`src/guard_pkg.sv`:
```
/*
 * Shared constants and carrier types of the guard timer: register map,
 * control field layout, reset values, unlock window and time-out counts.
 * Assumes a 32-bit APB master and a single system clock domain.
 */
package guard_pkg;

    // Register byte offsets
    localparam logic [7:0] OFS_CONTROL = 8'h00;
    localparam logic [7:0] OFS_CAUSE   = 8'h04;
    localparam logic [7:0] OFS_STATUS  = 8'h08;
    localparam logic [7:0] OFS_MASK    = 8'h0C;
    localparam logic [7:0] OFS_COUNT   = 8'h10;

    // Control field positions
    localparam int BIT_UNLOCK = 4;
    localparam int BIT_ENABLE = 3;
    localparam int SEL_W      = 3;

    // Reset cause flag position
    localparam int BIT_CAUSE = 3;

    // Event bit positions in status and mask
    localparam int EVT_W        = 3;
    localparam int EVT_TIMEOUT  = 0;
    localparam int EVT_DISABLED = 1;
    localparam int EVT_REFUSED  = 2;

    // Reset values
    localparam logic [7:0]       CONTROL_RESET = 8'h00;
    localparam logic [EVT_W-1:0] MASK_RESET    = 3'h0;

    // Unlock window in system clock cycles
    localparam int UNLOCK_CYCLES = 4;
    localparam int UNLOCK_W      = 3;

    // Time-out counts in oscillator cycles
    localparam int CNT_W            = 22;
    localparam int BASE_CYCLES_DEF  = 16384;

    typedef struct packed {
        logic [2:0]       reserved;
        logic             unlock;
        logic             enable;
        logic [SEL_W-1:0] sel;
    } guard_control_s;

    typedef struct packed {
        logic [7:0]  paddr;
        logic        psel;
        logic        penable;
        logic        pwrite;
        logic [31:0] pwdata;
    } apb_req_s;

    typedef struct packed {
        logic [31:0] prdata;
        logic        pready;
        logic        pslverr;
    } apb_rsp_s;

endpackage : guard_pkg

```
`src/guard_timer_with_unlock.sv`:
```
/*
 * Guard timer with timed unlock: APB slave, control register, unlock
 * window, oscillator edge sampling, time-out counter, reset pulse,
 * reset cause flag and event interrupt.
 * Assumes the oscillator, restart and chip reset inputs are sampled on
 * core_clk_i, and the oscillator runs well below core_clk_i.
 */
// Behaviour
// - Counter advances on rising edges of the separate 1 MHz oscillator.
// - Restart instruction clears the counter to zero.
// - Disabling the timer or any chip reset clears the counter.
// - Enabled timer expiring without restart resets the chip; eight periods.
// - Control bits 7..5 are read-only and read zero.
// - Writing one enables; writing zero disables only while unlock is set.
// - Hardware clears the unlock bit four clock cycles after setting.
// - Select code n expires after 16384 times two to the n cycles.
// - Every control bit resets to zero: disabled, shortest period.
// - Time-out gives a one system clock reset pulse.
// - Time-out sets cause flag; cleared only by power-on or writing zero.
`timescale 1ns/1ns
module guard_timer_with_unlock #(
    parameter int BASE_CYCLES = guard_pkg::BASE_CYCLES_DEF
) (
    input  wire logic                core_clk_i,
    input  wire logic                arst_n_i,
    input  wire guard_pkg::apb_req_s apb_req_i,
    output guard_pkg::apb_rsp_s      apb_rsp_o,
    input  wire logic                osc_clk_i,
    input  wire logic                restart_i,
    input  wire logic                chip_reset_i,
    output logic                     chip_reset_o,
    output logic                     irq_o
);
    import guard_pkg::*;

    guard_control_s       control_reg;
    guard_control_s       control_view;
    logic [UNLOCK_W-1:0]  unlock_cnt_reg;
    logic                 unlock_active;
    logic                 osc_meta_reg;
    logic                 osc_sync_reg;
    logic                 osc_prev_reg;
    logic                 osc_tick;
    logic [CNT_W-1:0]     count_reg;
    logic [CNT_W-1:0]     limit_m1;
    logic                 expire;
    logic                 pulse_reg;
    logic                 sys_reset;
    logic                 cause_reg;
    logic [EVT_W-1:0]     status_reg;
    logic [EVT_W-1:0]     mask_reg;
    logic [EVT_W-1:0]     evt;
    logic [31:0]          rdata_reg;
    logic                 err_reg;
    logic                 setup;
    logic                 access;
    logic                 wr;
    logic                 wr_ctl;

    // Bus phases
    assign setup  = apb_req_i.psel & ~apb_req_i.penable;
    assign access = apb_req_i.psel & apb_req_i.penable;
    assign wr     = access & apb_req_i.pwrite & ~err_reg;
    assign wr_ctl = wr && (apb_req_i.paddr == OFS_CONTROL);

    assign sys_reset     = chip_reset_i | pulse_reg;
    assign unlock_active = (unlock_cnt_reg != '0);

    // Control register
    always_ff @(posedge core_clk_i or negedge arst_n_i) begin
        if (!arst_n_i) begin
            control_reg <= CONTROL_RESET;
        end else if (sys_reset) begin
            control_reg <= CONTROL_RESET;
        end else if (wr_ctl) begin
            control_reg.sel    <= apb_req_i.pwdata[SEL_W-1:0];
            control_reg.enable <= apb_req_i.pwdata[BIT_ENABLE]
                | (control_reg.enable & ~unlock_active);
        end
    end

    // Unlock window
    always_ff @(posedge core_clk_i or negedge arst_n_i) begin
        if (!arst_n_i) begin
            unlock_cnt_reg <= '0;
        end else if (sys_reset) begin
            unlock_cnt_reg <= '0;
        end else if (wr_ctl && apb_req_i.pwdata[BIT_UNLOCK]) begin
            unlock_cnt_reg <= UNLOCK_W'(UNLOCK_CYCLES);
        end else if (unlock_active) begin
            unlock_cnt_reg <= unlock_cnt_reg - 1'b1;
        end
    end

    // Oscillator edge sampling
    always_ff @(posedge core_clk_i or negedge arst_n_i) begin
        if (!arst_n_i) begin
            osc_meta_reg <= 1'b0;
            osc_sync_reg <= 1'b0;
            osc_prev_reg <= 1'b0;
        end else begin
            osc_meta_reg <= osc_clk_i;
            osc_sync_reg <= osc_meta_reg;
            osc_prev_reg <= osc_sync_reg;
        end
    end

    assign osc_tick = osc_sync_reg & ~osc_prev_reg;

    // Expiry count from the select field
    assign limit_m1 = (CNT_W'(BASE_CYCLES) << control_reg.sel)
        - CNT_W'(1);
    assign expire = control_reg.enable & osc_tick & ~restart_i
        & ~sys_reset & (count_reg >= limit_m1);

    // Time-out counter
    always_ff @(posedge core_clk_i or negedge arst_n_i) begin
        if (!arst_n_i) begin
            count_reg <= '0;
        end else if (sys_reset || !control_reg.enable) begin
            count_reg <= '0;
        end else if (restart_i) begin
            count_reg <= '0;
        end else if (osc_tick && !expire) begin
            count_reg <= count_reg + 1'b1;
        end
    end

    // Reset pulse
    always_ff @(posedge core_clk_i or negedge arst_n_i) begin
        if (!arst_n_i) begin
            pulse_reg <= 1'b0;
        end else begin
            pulse_reg <= expire;
        end
    end

    assign chip_reset_o = pulse_reg;

    // Reset cause flag, set wins over clear
    always_ff @(posedge core_clk_i or negedge arst_n_i) begin
        if (!arst_n_i) begin
            cause_reg <= 1'b0;
        end else if (pulse_reg) begin
            cause_reg <= 1'b1;
        end else if (wr && apb_req_i.paddr == OFS_CAUSE
                     && !apb_req_i.pwdata[BIT_CAUSE]) begin
            cause_reg <= 1'b0;
        end
    end

    // Events
    always_comb begin
        evt               = '0;
        evt[EVT_TIMEOUT]  = expire;
        evt[EVT_DISABLED] = wr_ctl & control_reg.enable & unlock_active
            & ~apb_req_i.pwdata[BIT_ENABLE];
        evt[EVT_REFUSED]  = wr_ctl & control_reg.enable & ~unlock_active
            & ~apb_req_i.pwdata[BIT_ENABLE];
    end

    // Status, write one to clear, set wins
    always_ff @(posedge core_clk_i or negedge arst_n_i) begin
        if (!arst_n_i) begin
            status_reg <= '0;
        end else if (wr && apb_req_i.paddr == OFS_STATUS) begin
            status_reg <= (status_reg & ~apb_req_i.pwdata[EVT_W-1:0]) | evt;
        end else begin
            status_reg <= status_reg | evt;
        end
    end

    // Mask
    always_ff @(posedge core_clk_i or negedge arst_n_i) begin
        if (!arst_n_i) begin
            mask_reg <= MASK_RESET;
        end else if (wr && apb_req_i.paddr == OFS_MASK) begin
            mask_reg <= apb_req_i.pwdata[EVT_W-1:0];
        end
    end

    assign irq_o = |(status_reg & mask_reg);

    // Control view, reserved bits zero
    always_comb begin
        control_view          = CONTROL_RESET;
        control_view.unlock   = unlock_active;
        control_view.enable   = control_reg.enable;
        control_view.sel      = control_reg.sel;
    end

    // Read data and error captured in the setup cycle
    always_ff @(posedge core_clk_i or negedge arst_n_i) begin
        if (!arst_n_i) begin
            rdata_reg <= 32'h0000_0000;
            err_reg   <= 1'b0;
        end else if (setup) begin
            rdata_reg <= 32'h0000_0000;
            err_reg   <= 1'b0;
            unique case (apb_req_i.paddr)
                OFS_CONTROL: rdata_reg[7:0]         <= control_view;
                OFS_CAUSE:   rdata_reg[BIT_CAUSE]   <= cause_reg;
                OFS_STATUS:  rdata_reg[EVT_W-1:0]   <= status_reg;
                OFS_MASK:    rdata_reg[EVT_W-1:0]   <= mask_reg;
                OFS_COUNT:   rdata_reg[CNT_W-1:0]   <= count_reg;
                default:     err_reg                <= 1'b1;
            endcase
        end
    end

    always_comb begin
        apb_rsp_o         = '0;
        apb_rsp_o.prdata  = rdata_reg;
        apb_rsp_o.pready  = access;
        apb_rsp_o.pslverr = access & err_reg;
    end
endmodule : guard_timer_with_unlock

```
`config.mk`:
```
export PLATFORM = sky130hd
export DESIGN_NAME = guard_timer_with_unlock
export DESIGN_NICKNAME = d
export VERILOG_FILES = /design/src/guard_pkg.sv /design/src/guard_timer_with_unlock.sv
export SDC_FILE = /design/constraint.sdc
export NUM_CORES = 1
export LEC_CHECK = 0
export ABC_AREA = 0
export ABC_CLOCK_PERIOD_IN_PS = 3200
export BUFFER_PORTS_ARGS = -buffer_cell sky130_fd_sc_hd__buf_4
export CORE_MARGIN = 3
export CORE_UTILIZATION = 53
export CTS_CLUSTER_SIZE = 25
export DETAILED_ROUTE_END_ITERATION = 10
export PLACE_DENSITY = 0.79
export SLEW_MARGIN = 10
export SYNTH_ARGS = -nofsm -noshare
export SYNTH_HDL_FRONTEND = slang
export SYNTH_SLANG_ARGS = --single-unit
```
`constraint.sdc`:
```
create_clock -name core_clk_i -period 3.2 [get_ports core_clk_i]
set_input_delay 0.64 -clock core_clk_i [delete_from_list [all_inputs] [get_ports core_clk_i]]
set_output_delay 0.64 -clock core_clk_i [all_outputs]
set_load 0.1 [all_outputs]
```
## After elaboration in Yosys (flattened, before gate mapping)

Index checks and enable logic that the tools add are counted.
Widths: inputs -> output; s select.

| cells by class | value |
|---|---|
| $add $sub $neg | 3 |
| magnitude comparators | 1 |
| eq/ne operators | 4 |
| shift operators | 1 |
| multiplexer cells | 16 |
| bitwise gates (word level) | 30 |
| reductions and logical operators | 19 |

Operators with widths:

| cell | number |
|---|---|
| $mux 22 | 3 |
| $add 22x1->22 const B | 1 |
| $ge 22x22->1 | 1 |
| $shl 15x3->22 const A | 1 |
| $sub 22x2->22 const B | 1 |
| $and 1x1->1 | 16 |
| $eq 8x4->1 const B | 2 |
| $mux 14 | 1 |
| $mux 3 | 4 |
| $pmux 3 s4 | 1 |
| $reduce_bool 3->1 | 3 |
| $eq 8x3->1 const B | 1 |
| $eq 8x5->1 const B | 1 |
| $logic_not 8->1 | 1 |
| $mux 4 | 2 |
| $pmux 4 s2 | 1 |
| $logic_and 1x1->1 | 7 |
| $not 1->1 | 7 |
| $and 3x3->3 | 2 |
| $or 3x3->3 | 2 |
| $reduce_or 5->1 | 1 |
| $reduce_bool 2->1 | 2 |
| $logic_not 1->1 | 3 |
| $mux 1 | 3 |
| 6 further kinds | 7 |

| word-level totals | value |
|---|---|
| register bits | 63 |
| bits of input ports | 48 |
| output and inout port bits | 36 |
| word-level logic and storage cells | 87 |

## Depth between registers and ports, before layout

Gate-level depths: netlist of the first run.

| logic depth | value |
|---|---|
| depth in word-level cells | 11 |
| gate-level depth with buffers | 10 |
| mapped depth without buffers | 7 |

## Worst setup path after synthesis of the first run

Ideal clock, no wire load.

| timing path | value |
|---|---|
| kind | reg-to-reg |
| from | register control_reg[2] (netlist bit) |
| to | register count_reg[11] |
| library setup time | 78 ps |
| arrival time | 2,313 ps |
| slack | 809 ps |
| stages on the path, launching flop included | 10 |
| period minus slack after synthesis | 2,391 ps |
| cells stage by stage | dfrtp_1 clkbuf_1 nand3_1 ha_1 a21oi_1 a21boi_0 a311o_4 buf_6 or4_1 a21oi_1 |

| between the ends | value |
|---|---|
| cells in the longest elaborated chain, start to end | 7 |

RTL lines:

| element | line | text |
|---|---|---|
| start, declared | guard_timer_with_unlock.sv:36 | `guard_control_s control_reg;` |
| $shl 15x3->22 | guard_timer_with_unlock.sv:111 | `assign limit_m1 = (CNT_W'(BASE_CYCLES) << control_reg.sel)` |
| $sub 22x2->22 | guard_timer_with_unlock.sv:112 | `- CNT_W'(1);` |
| $ge 22x22->1 | guard_timer_with_unlock.sv:114 | `& ~sys_reset & (count_reg >= limit_m1);` |
| $and 1x1->1 | guard_timer_with_unlock.sv:114 |  |
| $logic_not 1->1 | guard_timer_with_unlock.sv:124 | `end else if (osc_tick && !expire) begin` |
| $logic_and 1x1->1 | guard_timer_with_unlock.sv:124 |  |
| $reduce_bool 3->1 (no source line) | -- |  |
| end signal, assigned | guard_timer_with_unlock.sv:125 | `count_reg <= count_reg + 1'b1;` |
| end, declared | guard_timer_with_unlock.sv:44 | `logic [CNT_W-1:0] count_reg;` |

No other way between the ends.
A chain may end at the register's enable or synchronous reset.

## Worst setup path in the final report of the first run

| timing path | value |
|---|---|
| from | register control_reg[2] (netlist bit) |
| to | register count_reg[5] |

Same word-level chain as after synthesis.

==> flow_summary.json, run 1 <==
{
  "status": "completed",
  "grt_pass1_wl_um": 12700,
  "critPathArrivalTime_ps": 2840,
  "synth-seq-area-share": 0.464,
  "worst_slack_ps": 609,
  "cts_tree": "built",
  "syn_area_mm2": 0.00340,
  "nets": 439,
  "path_class": "flip-flop to flip-flop",
  "finalCriticalPeriod_ps": 2590,
  "final_util": 0.639,
  "place_ws_ps": 516,
  "drt_iter0_drc": 182,
  "start_kind": "flip-flop",
  "crit_chain": "nand3_1, ha_1, a21oi_1, a21boi_0, a311o_4, or4_1, a21oi_1",
  "ys_ff_latch": 63,
  "cts_buffers": 9,
  "htree_levels": 3,
  "grt_max_degree": 64,
  "post_dp_cell_area_mm2": 0.00370,
  "cp_top_family": "compound AO/OA/AOI/OAI gates",
  "drive_above_1_share": 0.192,
  "clkTransAtPathRegs_ps": 70,
  "final.setup.tns_ps": 0,
  "drv_cap": 0,
  "cts-root-buf": "clkbuf_8",
  "ant_nets": 0,
  "hold_violations": 0,
  "finalSetupViolations": 0,
  "yosysUniqueCellTypes": 55,
  "placed_cells": 444,
  "track_usage": 0.218,
  "diodes": 0,
  "dpl.hpwl_um": 5180,
  "final_cell_area_mm2": 0.00387,
  "worst-path-buf-inv": 0,
  "clock_path_buffers": 2,
  "syn_to_final_growth_pct": 13.9,
  "crit_path_end_kind": "flip-flop",
  "post_cts_buffers": 0,
  "synth.top_cell.area_share": 0.464,
  "max_freq_mhz": 386,
  "mostFrequentLayoutCells": "dfrtp_1 (63), buf_4 (48), nand2_1 (28), a21oi_1 (28)",
  "vias_per_cell": 6.04,
  "powerDensity_mw_per_mm2": 433,
  "synthFlopType": "dfrtp_1",
  "required_ps": 3450,
  "die_w_um": 86.1,
  "cts_resized": 0,
  "hold_buffers": 0,
  "start_util": 0.561,
  "worst_pin_slew_ps": 865,
  "totalWireLength_um": 7520,
  "timing.final.crit_share": 0.810,
  "clock_latency_ps": 350,
  "hold_path.class": "flip-flop to flip-flop",
  "ir_drop_mv": 0.460,
  "dr.pass1.iters": 4,
  "drc": 0,
  "power_mw": 1.68,
  "ios": 84,
  "io_buffers": 46,
  "clock-sinks": 63,
  "async_flop_share": 1.00,
  "report.final.slew_viol_count": 0,
  "p_leak_nw": 1.78,
  "synth.area.top_cells": "dfrtp_1 (46%), o31ai_1 (4.2%), or4_1 (4.2%), a21oi_1 (4.1%), a22o_1 (4.1%)",
  "clock_skew_ps": 13.9,
  "antenna_found_initial": 0,
  "synthCells": 346,
  "synth_warnings": 0,
  "maxSlewHeadroom": 0.423,
  "slowest_stage": "a311o_4",
  "yosysTopAreaCell": "dfrtp_1",
  "core.rowCount": 28,
  "die_h_um": 86.1,
  "synth_edf_count": 0,
  "wire_per_inst_um": 16.4,
  "slowest_delay_ps": 570,
  "fin_cells": 460,
  "vias": 2778,
  "gr-total-overflow": 0,
  "coreArea_mm2": 0.00606,
  "syn_area_per_cell_um2": 9.83,
  "grt_pass1_vias": 2642,
  "cp_max_fo": 44,
  "holdWs_ps": 354,
  "dieArea_mm2": 0.00741,
  "rsz0062_at_grt": "no",
  "place_congestion": 0.880,
  "crit_top_cell": "a21oi_1",
  "final_common_cell": "dfrtp_1"
}
-- synth_stat cells (all sizes together), types with 2 or more instances --
master / count
a21oi: 28
a22o: 17
a22oi: 3
and2: 4
and3: 11
and4: 2
buf: 19
clkbuf: 15
conb: 2
dfrtp: 63
ha: 11
inv: 9
mux2: 3
mux2i: 5
nand2: 28
nand2b: 4
nand3: 13
nand4: 6
nand4b: 3
nor2: 11
nor2b: 6
nor3: 6
nor4: 3
o21a: 3
o21ai: 13
o31a: 2
o31ai: 19
or3: 2
or4: 19
-- where the power goes --
part / switching (mW) / leakage, nW / total [mW] / internal [mW]
Sequential: 0.00794 / 0.865 / 0.823 / 0.815
Combinational: 0.169 / 0.830 / 0.242 / 0.0731
Clock: 0.312 / 0.0853 / 0.613 / 0.300
-- cell families after synthesis --
group | Yosys count | share of synthesized area
mux | 8 | 0.0247
compound gates | 98 | 0.200
flops | 63 | 0.464
xor+xnor | 1 | 0.00258
fa+ha+maj | 11 | 0.0405
simple gates | 120 | 0.201
buf+inv | 43 | 0.0659
other cells | 2 | 0.00221
-- worst paths after layout --
kind	from	endpoint	slack [ps]	cells after the start
max	control_reg[2]	count_reg[5]	610	7
min	osc_meta_reg	osc_sync_reg	350	0
max reg2reg	control_reg[2]	count_reg[5]	610	7
min reg2reg	osc_meta_reg	osc_sync_reg	350	0
max in group asynchronous	arst_n_i	count_reg[2]	2280	1
min in group asynchronous	arst_n_i	rdata_reg[16]	370	1
-- worst reg2reg max path: stages (launching register included) --
cell and delay, ps:
dfrtp_1 510, nand3_1 130, ha_1 320, a21oi_1 130
a21boi_0 120, a311o_4 570, or4_1 560, a21oi_1 150
-- cell type report --
cell class	instances	area [um2]
Clock buffer	11	141
Clock inverter	5	33.8
Timing Repair Buffer	48	360
Inverter	9	33.8
Multi-Input combinational cell	249	1630
Fill cell	544	2190
Tap cell	75	93.8
Sequential cell	63	1580
-- routing by layer --
| layer | wire [um] | share of wire | GRT usage | vias to the layer above |
|---|---|---|---|---|
| li1 | - | - | - | 1345 |
| met1 | 3290 | 0.44 | 0.281 | 1365 |
| met2 | 3780 | 0.50 | 0.359 | 59 |
| met3 | 340 | 0.045 | 0.0480 | 9 |
| met4 | 109 | 0.014 | 0.0835 | 0 |
| met5 | 0 | 0 | 0 | - |
No activity file was read; power rests on OpenSTA's default activity.
==> inputs of run 2 (changes only) <==
--- a/config.mk
+++ b/config.mk
@@ -6,13 +6,13 @@
 export NUM_CORES = 1
 export LEC_CHECK = 0
 export ABC_AREA = 0
-export ABC_CLOCK_PERIOD_IN_PS = 3200
+export ABC_CLOCK_PERIOD_IN_PS = 2200
 export BUFFER_PORTS_ARGS = -buffer_cell sky130_fd_sc_hd__buf_4
 export CORE_MARGIN = 3
-export CORE_UTILIZATION = 53
+export CORE_UTILIZATION = 48
 export CTS_CLUSTER_SIZE = 25
 export DETAILED_ROUTE_END_ITERATION = 10
-export PLACE_DENSITY = 0.79
+export PLACE_DENSITY = 0.76
 export SLEW_MARGIN = 10
 export SYNTH_ARGS = -nofsm -noshare
 export SYNTH_HDL_FRONTEND = slang
==> constraint.sdc (replaced) <==
create_clock -name core_clk_i -period 2.2 [get_ports core_clk_i]
set_input_delay 0.44 -clock core_clk_i [delete_from_list [all_inputs] [get_ports core_clk_i]]
set_output_delay 0.44 -clock core_clk_i [all_outputs]
set_load 0.1 [all_outputs]
==> run 2 against run 1 <==
The flow now finishes with violations (setup timing). Worst hold slack got worse by 190 ps. Core utilization about the same. Die area increased by 9.7%. Fmax rose by 9.2%. Sequential cell count stayed put. Sequential share of layout area down 4.5 points. Via count up 11%. Combinational power is 51% higher. Clock-buffer cell count decreased by 1. Critical path depth grew 1. Worst setup slack worse by 780 ps. Clock skew is 5.3 ps lower. Critical endpoint is now count_reg[11]. Largest cell class unchanged. Highest routed layer unchanged.
==> flow_summary.json, run 2 (same netlist as run 1, synthesis figures left out) <==
{
  "status": "finished, violations left",
  "violations": "setup timing",
  "clock-sinks": 63,
  "die_h_um": 90.2,
  "mostFrequentLayoutCells": "buf_4 (74), dfrtp_1 (60), nand2_1 (27)",
  "worst-path-buf-inv": 1,
  "report.final.slew_viol_count": 0,
  "final.setup.tns_ps": -2180,
  "reg2reg_slack_ps": -170,
  "required_ps": 2480,
  "powerDensity_mw_per_mm2": 590,
  "cts-root-buf": "clkbuf_8",
  "clock_path_buffers": 2,
  "vias_per_cell": 5.99,
  "p_sw_mw": 0.727,
  "power_mw": 2.58,
  "worst_pin_slew_ps": 829,
  "clock_skew_ps": 8.63,
  "finalCriticalPeriod_ps": 2370,
  "clock_latency_ps": 350,
  "rsz0062_at_grt": "yes",
  "cp_top_family": "simple AND/OR/NAND/NOR gates",
  "cts_buffers": 9,
  "wire_per_inst_um": 16.9,
  "place_congestion": 0.863,
  "diodes": 0,
  "cp_max_fo": 7,
  "slowest_stage": "or4_1",
  "slowest_delay_ps": 520,
  "p_leak_nw": 2.00,
  "hold_violations": 0,
  "grt_pass1_wl_um": 13900,
  "hold_path.class": "input port to asynchronous set/reset pin",
  "crit_path_end_kind": "flip-flop",
  "clkTransAtPathRegs_ps": 70,
  "pwr-share-clk": 0.393,
  "dpl.hpwl_um": 5560,
  "combPwrFrac": 0.142,
  "place_ws_ps": -284,
  "grt_pass1_vias": 2912,
  "worst_slack_ps": -173,
  "track_usage": 0.211,
  "antenna_found_initial": 0,
  "sequentialPowerShare": 0.465,
  "drive_above_1_share": 0.331,
  "switching_share": 0.282,
  "ios": 84,
  "nets": 474,
  "critPathArrivalTime_ps": 2650,
  "drc": 0,
  "core.rowCount": 30,
  "internal_power_mw": 1.85,
  "final_common_cell": "buf_4",
  "die_w_um": 90.2,
  "grt_max_degree": 64,
  "syn_to_final_growth_pct": 28.5,
  "path_class": "flip-flop to flip-flop",
  "vias": 3090,
  "fin_cells": 516,
  "crit_chain": "buf_4, nor3_2, ha_1, nand2_2, nor3_4, a311o_2, or4_1, a21oi_1",
  "start_util": 0.498,
  "finalSetupViolations": 22,
  "max_freq_mhz": 421,
  "final_util": 0.639,
  "coreArea_mm2": 0.00683,
  "ir_drop_mv": 0.555,
  "maxSlewHeadroom": 0.447,
  "io_buffers": 46,
  "dieArea_mm2": 0.00813,
  "timing.final.crit_share": 1.08,
  "cts_tree": "built",
  "start_kind": "flip-flop",
  "placed_cells": 492,
  "totalWireLength_um": 8700,
  "htree_levels": 3,
  "drv_cap": 0,
  "drt_iter0_drc": 221,
  "dr.pass1.iters": 5,
  "ant_nets": 0,
  "gr-total-overflow": 0,
  "hold_buffers": 0
}
run 2: layout make-up:
cell class | count | area (um2)
Clock buffer | 10 | 138
Tap cell | 96 | 120
Sequential cell | 63 | 1580
Clock inverter | 6 | 60.1
Timing Repair Buffer | 79 | 634
Fill cell | 556 | 2460
Multi-Input combinational cell | 253 | 1800
Inverter | 9 | 33.8
run 2: through the flow:
step	area, um2	hold WS [ps]
4_1_cts	4230	175
6_report	4370	162
3_5_place_dp	3990	346
3_3_place_gp	3990	333
5_1_grt	4370	178
2_1_floorplan	3490	144
run 2: metal layers:
layer  GRT usage  part of all wire
met5           0                 0
met3      0.0360             0.057
met1       0.274              0.42
met4      0.0867             0.021
met2       0.348              0.50
run 2: worst paths after layout:
check / depth (start not counted) / endpoint / from
setup / recovery: 8 / count_reg[11] / control_reg[1]
max in group asynchronous: 1 / control_reg[1] / arst_n_i
min in group core_clk_i: 1 / osc_meta_reg / osc_clk_i
hold / removal: 1 / rdata_reg[3] / arst_n_i
hold reg to reg: 0 / osc_sync_reg / osc_meta_reg
setup reg to reg: 8 / count_reg[11] / control_reg[1]
run 2: worst register-to-register path, cell delays in order (launching register included):
cell	delay, ps
dfrtp_2	480
buf_4	160
nor3_2	140
ha_1	260
nand2_2	90
nor3_4	60
a311o_2	450
or4_1	520
a21oi_1	150
run 2: power by group through the flow:
stage	registers, mW	logic, mW	clock network [mW]
after floorplan	1.22	0.274	0
after global placement	1.22	0.342	0
after detailed placement	1.22	0.352	0
after CTS	1.20	0.355	1.04
after global routing	1.20	0.404	1.10
final	1.20	0.366	1.01
run 2: what timing repair did:
item                                    4_1_cts  5_1_grt
endpoints found under the setup margin       24       24
buffers inserted                              0        2
gates resized for setup                       6       22
pin swaps                                     4       24
cloned                                        3        4
==> inputs of run 3 (changes only) <==
--- a/config.mk
+++ b/config.mk
@@ -5,14 +5,14 @@
 export SDC_FILE = /design/constraint.sdc
 export NUM_CORES = 1
 export LEC_CHECK = 0
-export ABC_AREA = 0
+export ABC_AREA = 1
 export ABC_CLOCK_PERIOD_IN_PS = 2200
-export BUFFER_PORTS_ARGS = -buffer_cell sky130_fd_sc_hd__buf_4
 export CORE_MARGIN = 3
-export CORE_UTILIZATION = 48
+export CORE_UTILIZATION = 55
 export CTS_CLUSTER_SIZE = 25
 export DETAILED_ROUTE_END_ITERATION = 10
-export PLACE_DENSITY = 0.76
+export DONT_BUFFER_PORTS = 1
+export PLACE_DENSITY = 0.73
 export SLEW_MARGIN = 10
 export SYNTH_ARGS = -nofsm -noshare
 export SYNTH_HDL_FRONTEND = slang
==> run 3 against run 2 <==
The run now ends clean. Design area decreased by 1.7%. Via count grew 10%. Highest routed layer unchanged. Critical path depth rose by 4. Worst setup slack improved by 350 ps. Final cell count rose by 21%.
==> flow_summary.json, run 3 <==
{
  "ios": 84,
  "async_flop_share": 1.00,
  "synthCells": 512,
  "path_class": "flip-flop to flip-flop",
  "critPathArrivalTime_ps": 2290,
  "synthFlopType": "dfrtp_1",
  "finalSetupViolations": 0,
  "start_util": 0.583,
  "htree_levels": 3,
  "synth-seq-area-share": 0.416,
  "io_buffers": 0,
  "dieArea_mm2": 0.00792,
  "cts-root-buf": "clkbuf_8",
  "max_freq_mhz": 495,
  "drive_above_1_share": 0.151,
  "worstRegToRegCells": 12,
  "cts_buffers": 9,
  "post_cts_buffers": 0,
  "powerDensity_mw_per_mm2": 613,
  "ys_ff_latch": 63,
  "drt_iter0_drc": 269,
  "gr-total-overflow": 0,
  "timing.final.crit_share": 0.918,
  "syn_to_final_growth_pct": 13.3,
  "wire_per_inst_um": 14.5,
  "final.setup.tns_ps": 0,
  "seqCellArea_mm2": 0.00158,
  "syn_area_mm2": 0.00379,
  "start_kind": "flip-flop",
  "ant_nets": 0,
  "dpl.hpwl_um": 6630,
  "synth.area.top_cells": "dfrtp_1 (42%), nand2_1 (15%), nand3_1 (5.4%), nor2_1 (5.4%), inv_1 (5.2%)",
  "nets": 602,
  "dr.pass1.iters": 5,
  "cts_tree": "built",
  "diodes": 0,
  "rsz0062_at_grt": "no",
  "synth_warnings": 0,
  "place_congestion": 0.965,
  "maxSlewHeadroom": 0.630,
  "reg2reg_slack_ps": 180,
  "ir_drop_mv": 0.415,
  "final_util": 0.661,
  "worst_pin_slew_ps": 554,
  "crit_path_end_kind": "flip-flop",
  "report.final.slew_viol_count": 0,
  "synth_edf_count": 0,
  "coreArea_mm2": 0.00649,
  "drc": 0,
  "syn_area_per_cell_um2": 7.40,
  "fillers": 562,
  "yosysMostFrequentCell": "nand2_1",
  "hold_path.class": "input port to flip-flop",
  "p_leak_nw": 1.98,
  "synth_commonest_cells": "nand2_1 (147), dfrtp_1 (63), nor2_1 (54), inv_1 (52), nand3_1 (41)",
  "worstHoldStart": "osc_clk_i",
  "clock-sinks": 63,
  "totalWireLength_um": 9070,
  "die_w_um": 89.0,
  "grt_max_degree": 64,
  "yosysTopAreaCell": "dfrtp_1",
  "clock_path_buffers": 2,
  "core.rowCount": 29,
  "grt_pass1_wl_um": 14700,
  "clkTransAtPathRegs_ps": 70,
  "die_h_um": 89.0,
  "holdPathStages": 0,
  "grt_pass1_vias": 3119,
  "track_usage": 0.243,
  "cp_max_fo": 14,
  "hold_violations": 0,
  "yosysUniqueCellTypes": 31,
  "holdPathEnd": "osc_meta_reg",
  "final_common_cell": "nand2_1",
  "clock_skew_ps": 7.91,
  "multiInputGateArea_mm2": 0.00190,
  "finalCriticalPeriod_ps": 2020,
  "required_ps": 2470,
  "clock_latency_ps": 350,
  "vias_per_cell": 5.46,
  "mostFrequentLayoutCells": "nand2_1 (147), dfrtp_1 (61), inv_1 (52), nor2_1 (52), nand3_1 (41)",
  "vias": 3411,
  "synth.top_cell.area_share": 0.416,
  "rr_endpoint": "count_reg[18]",
  "crit-reg2reg-launch": "control_reg[0]",
  "status": "completed",
  "drv_cap": 0,
  "antenna_found_initial": 0
}
[run 3: changes by cell type in the layout (fill, tap and decap cells not counted), sizes merged, moves of 6 or more]
cell,change
a21oi,-18
a22o,-17
and3,-11
buf,-43
inv,+46
nand2,+124
nand3,+30
nor2,+51
nor2b,-6
o21ai,+33
or4,-19
xor2,+7
[run 3: power by group]
group	leakage [nW]	internal (mW)	switching, mW	total, mW
Clock	0.105	0.639	0.497	1.14
Sequential	0.859	1.18	0.0123	1.20
Combinational	1.01	0.0694	0.231	0.300
[run 3: how the worst max path moves through the flow]
stage	from	to	slack [ps]	depth (start not counted)
2_1_floorplan	apb_req_i[34]	apb_rsp_o[0]	10	2
3_3_place_gp	control_reg[2]	count_reg[5]	170	11
3_5_place_dp	control_reg[2]	count_reg[8]	60	11
4_1_cts	control_reg[2]	count_reg[8]	40	11
5_1_grt	control_reg[1]	count_reg[18]	40	12
6_report	control_reg[0]	count_reg[18]	180	12
[run 3: what timing repair did]
| item | in CTS | in global routing |
|---|---|---|
| gates resized for setup | 0 | 4 |
| hold endpoints to repair | 63 | 0 |
| setup endpoints to repair | 0 | 19 |
| hold buffers | 2 | 0 |
[run 3: cell families after synthesis]
group	count (synthesis)	share of synthesized area
buffers and inverters	80	0.0954
adder cells (fa/ha/maj)	11	0.0363
AND/OR/NAND/NOR	275	0.315
XOR/XNOR	8	0.0185
AO/OA/AOI/OAI	73	0.117
other	2	0.00198
flip-flops	63	0.416
[run 3: final cells by class]
type,instances,share of cell area
clock buffers,9,0.0288
clock inverters,7,0.0227
inverters,55,0.0481
multi-input cells,378,0.442
flip-flops and latches,63,0.368
well taps,77,0.0224
repair buffers,36,0.0682
[run 3: through the flow]
step                power (mW)  std cells  hold slack, ps  instance area (um2)  setup slack (ps)
detailed placement        1.49        607             146                 4020              58.6
global route              2.73        625             102                 4290              43.2
global placement          1.48        607             146                 4020               168
floorplan                 1.46        521             144                 3820              11.4
CTS                       2.64        625             108                 4280              35.1
finish                    2.63        625             118                 4290               179
[run 3: routing by layer]
layer,wire length [um],GRT usage
met4,223,0.108
met2,4050,0.364
met1,4140,0.344
met5,0,0
met3,659,0.0479
[run 3: critical path, cell delays in order, from the launching register on]
cell	delay (ps)
dfrtp_1	460
a21oi_1	190
ha_1	250
nand2_1	80
inv_1	40
nand2_1	60
a21oi_1	70
nor2_2	180
nand3_4	130
buf_4	210
nand2_1	70
nand2_1	50
nor2_1	150
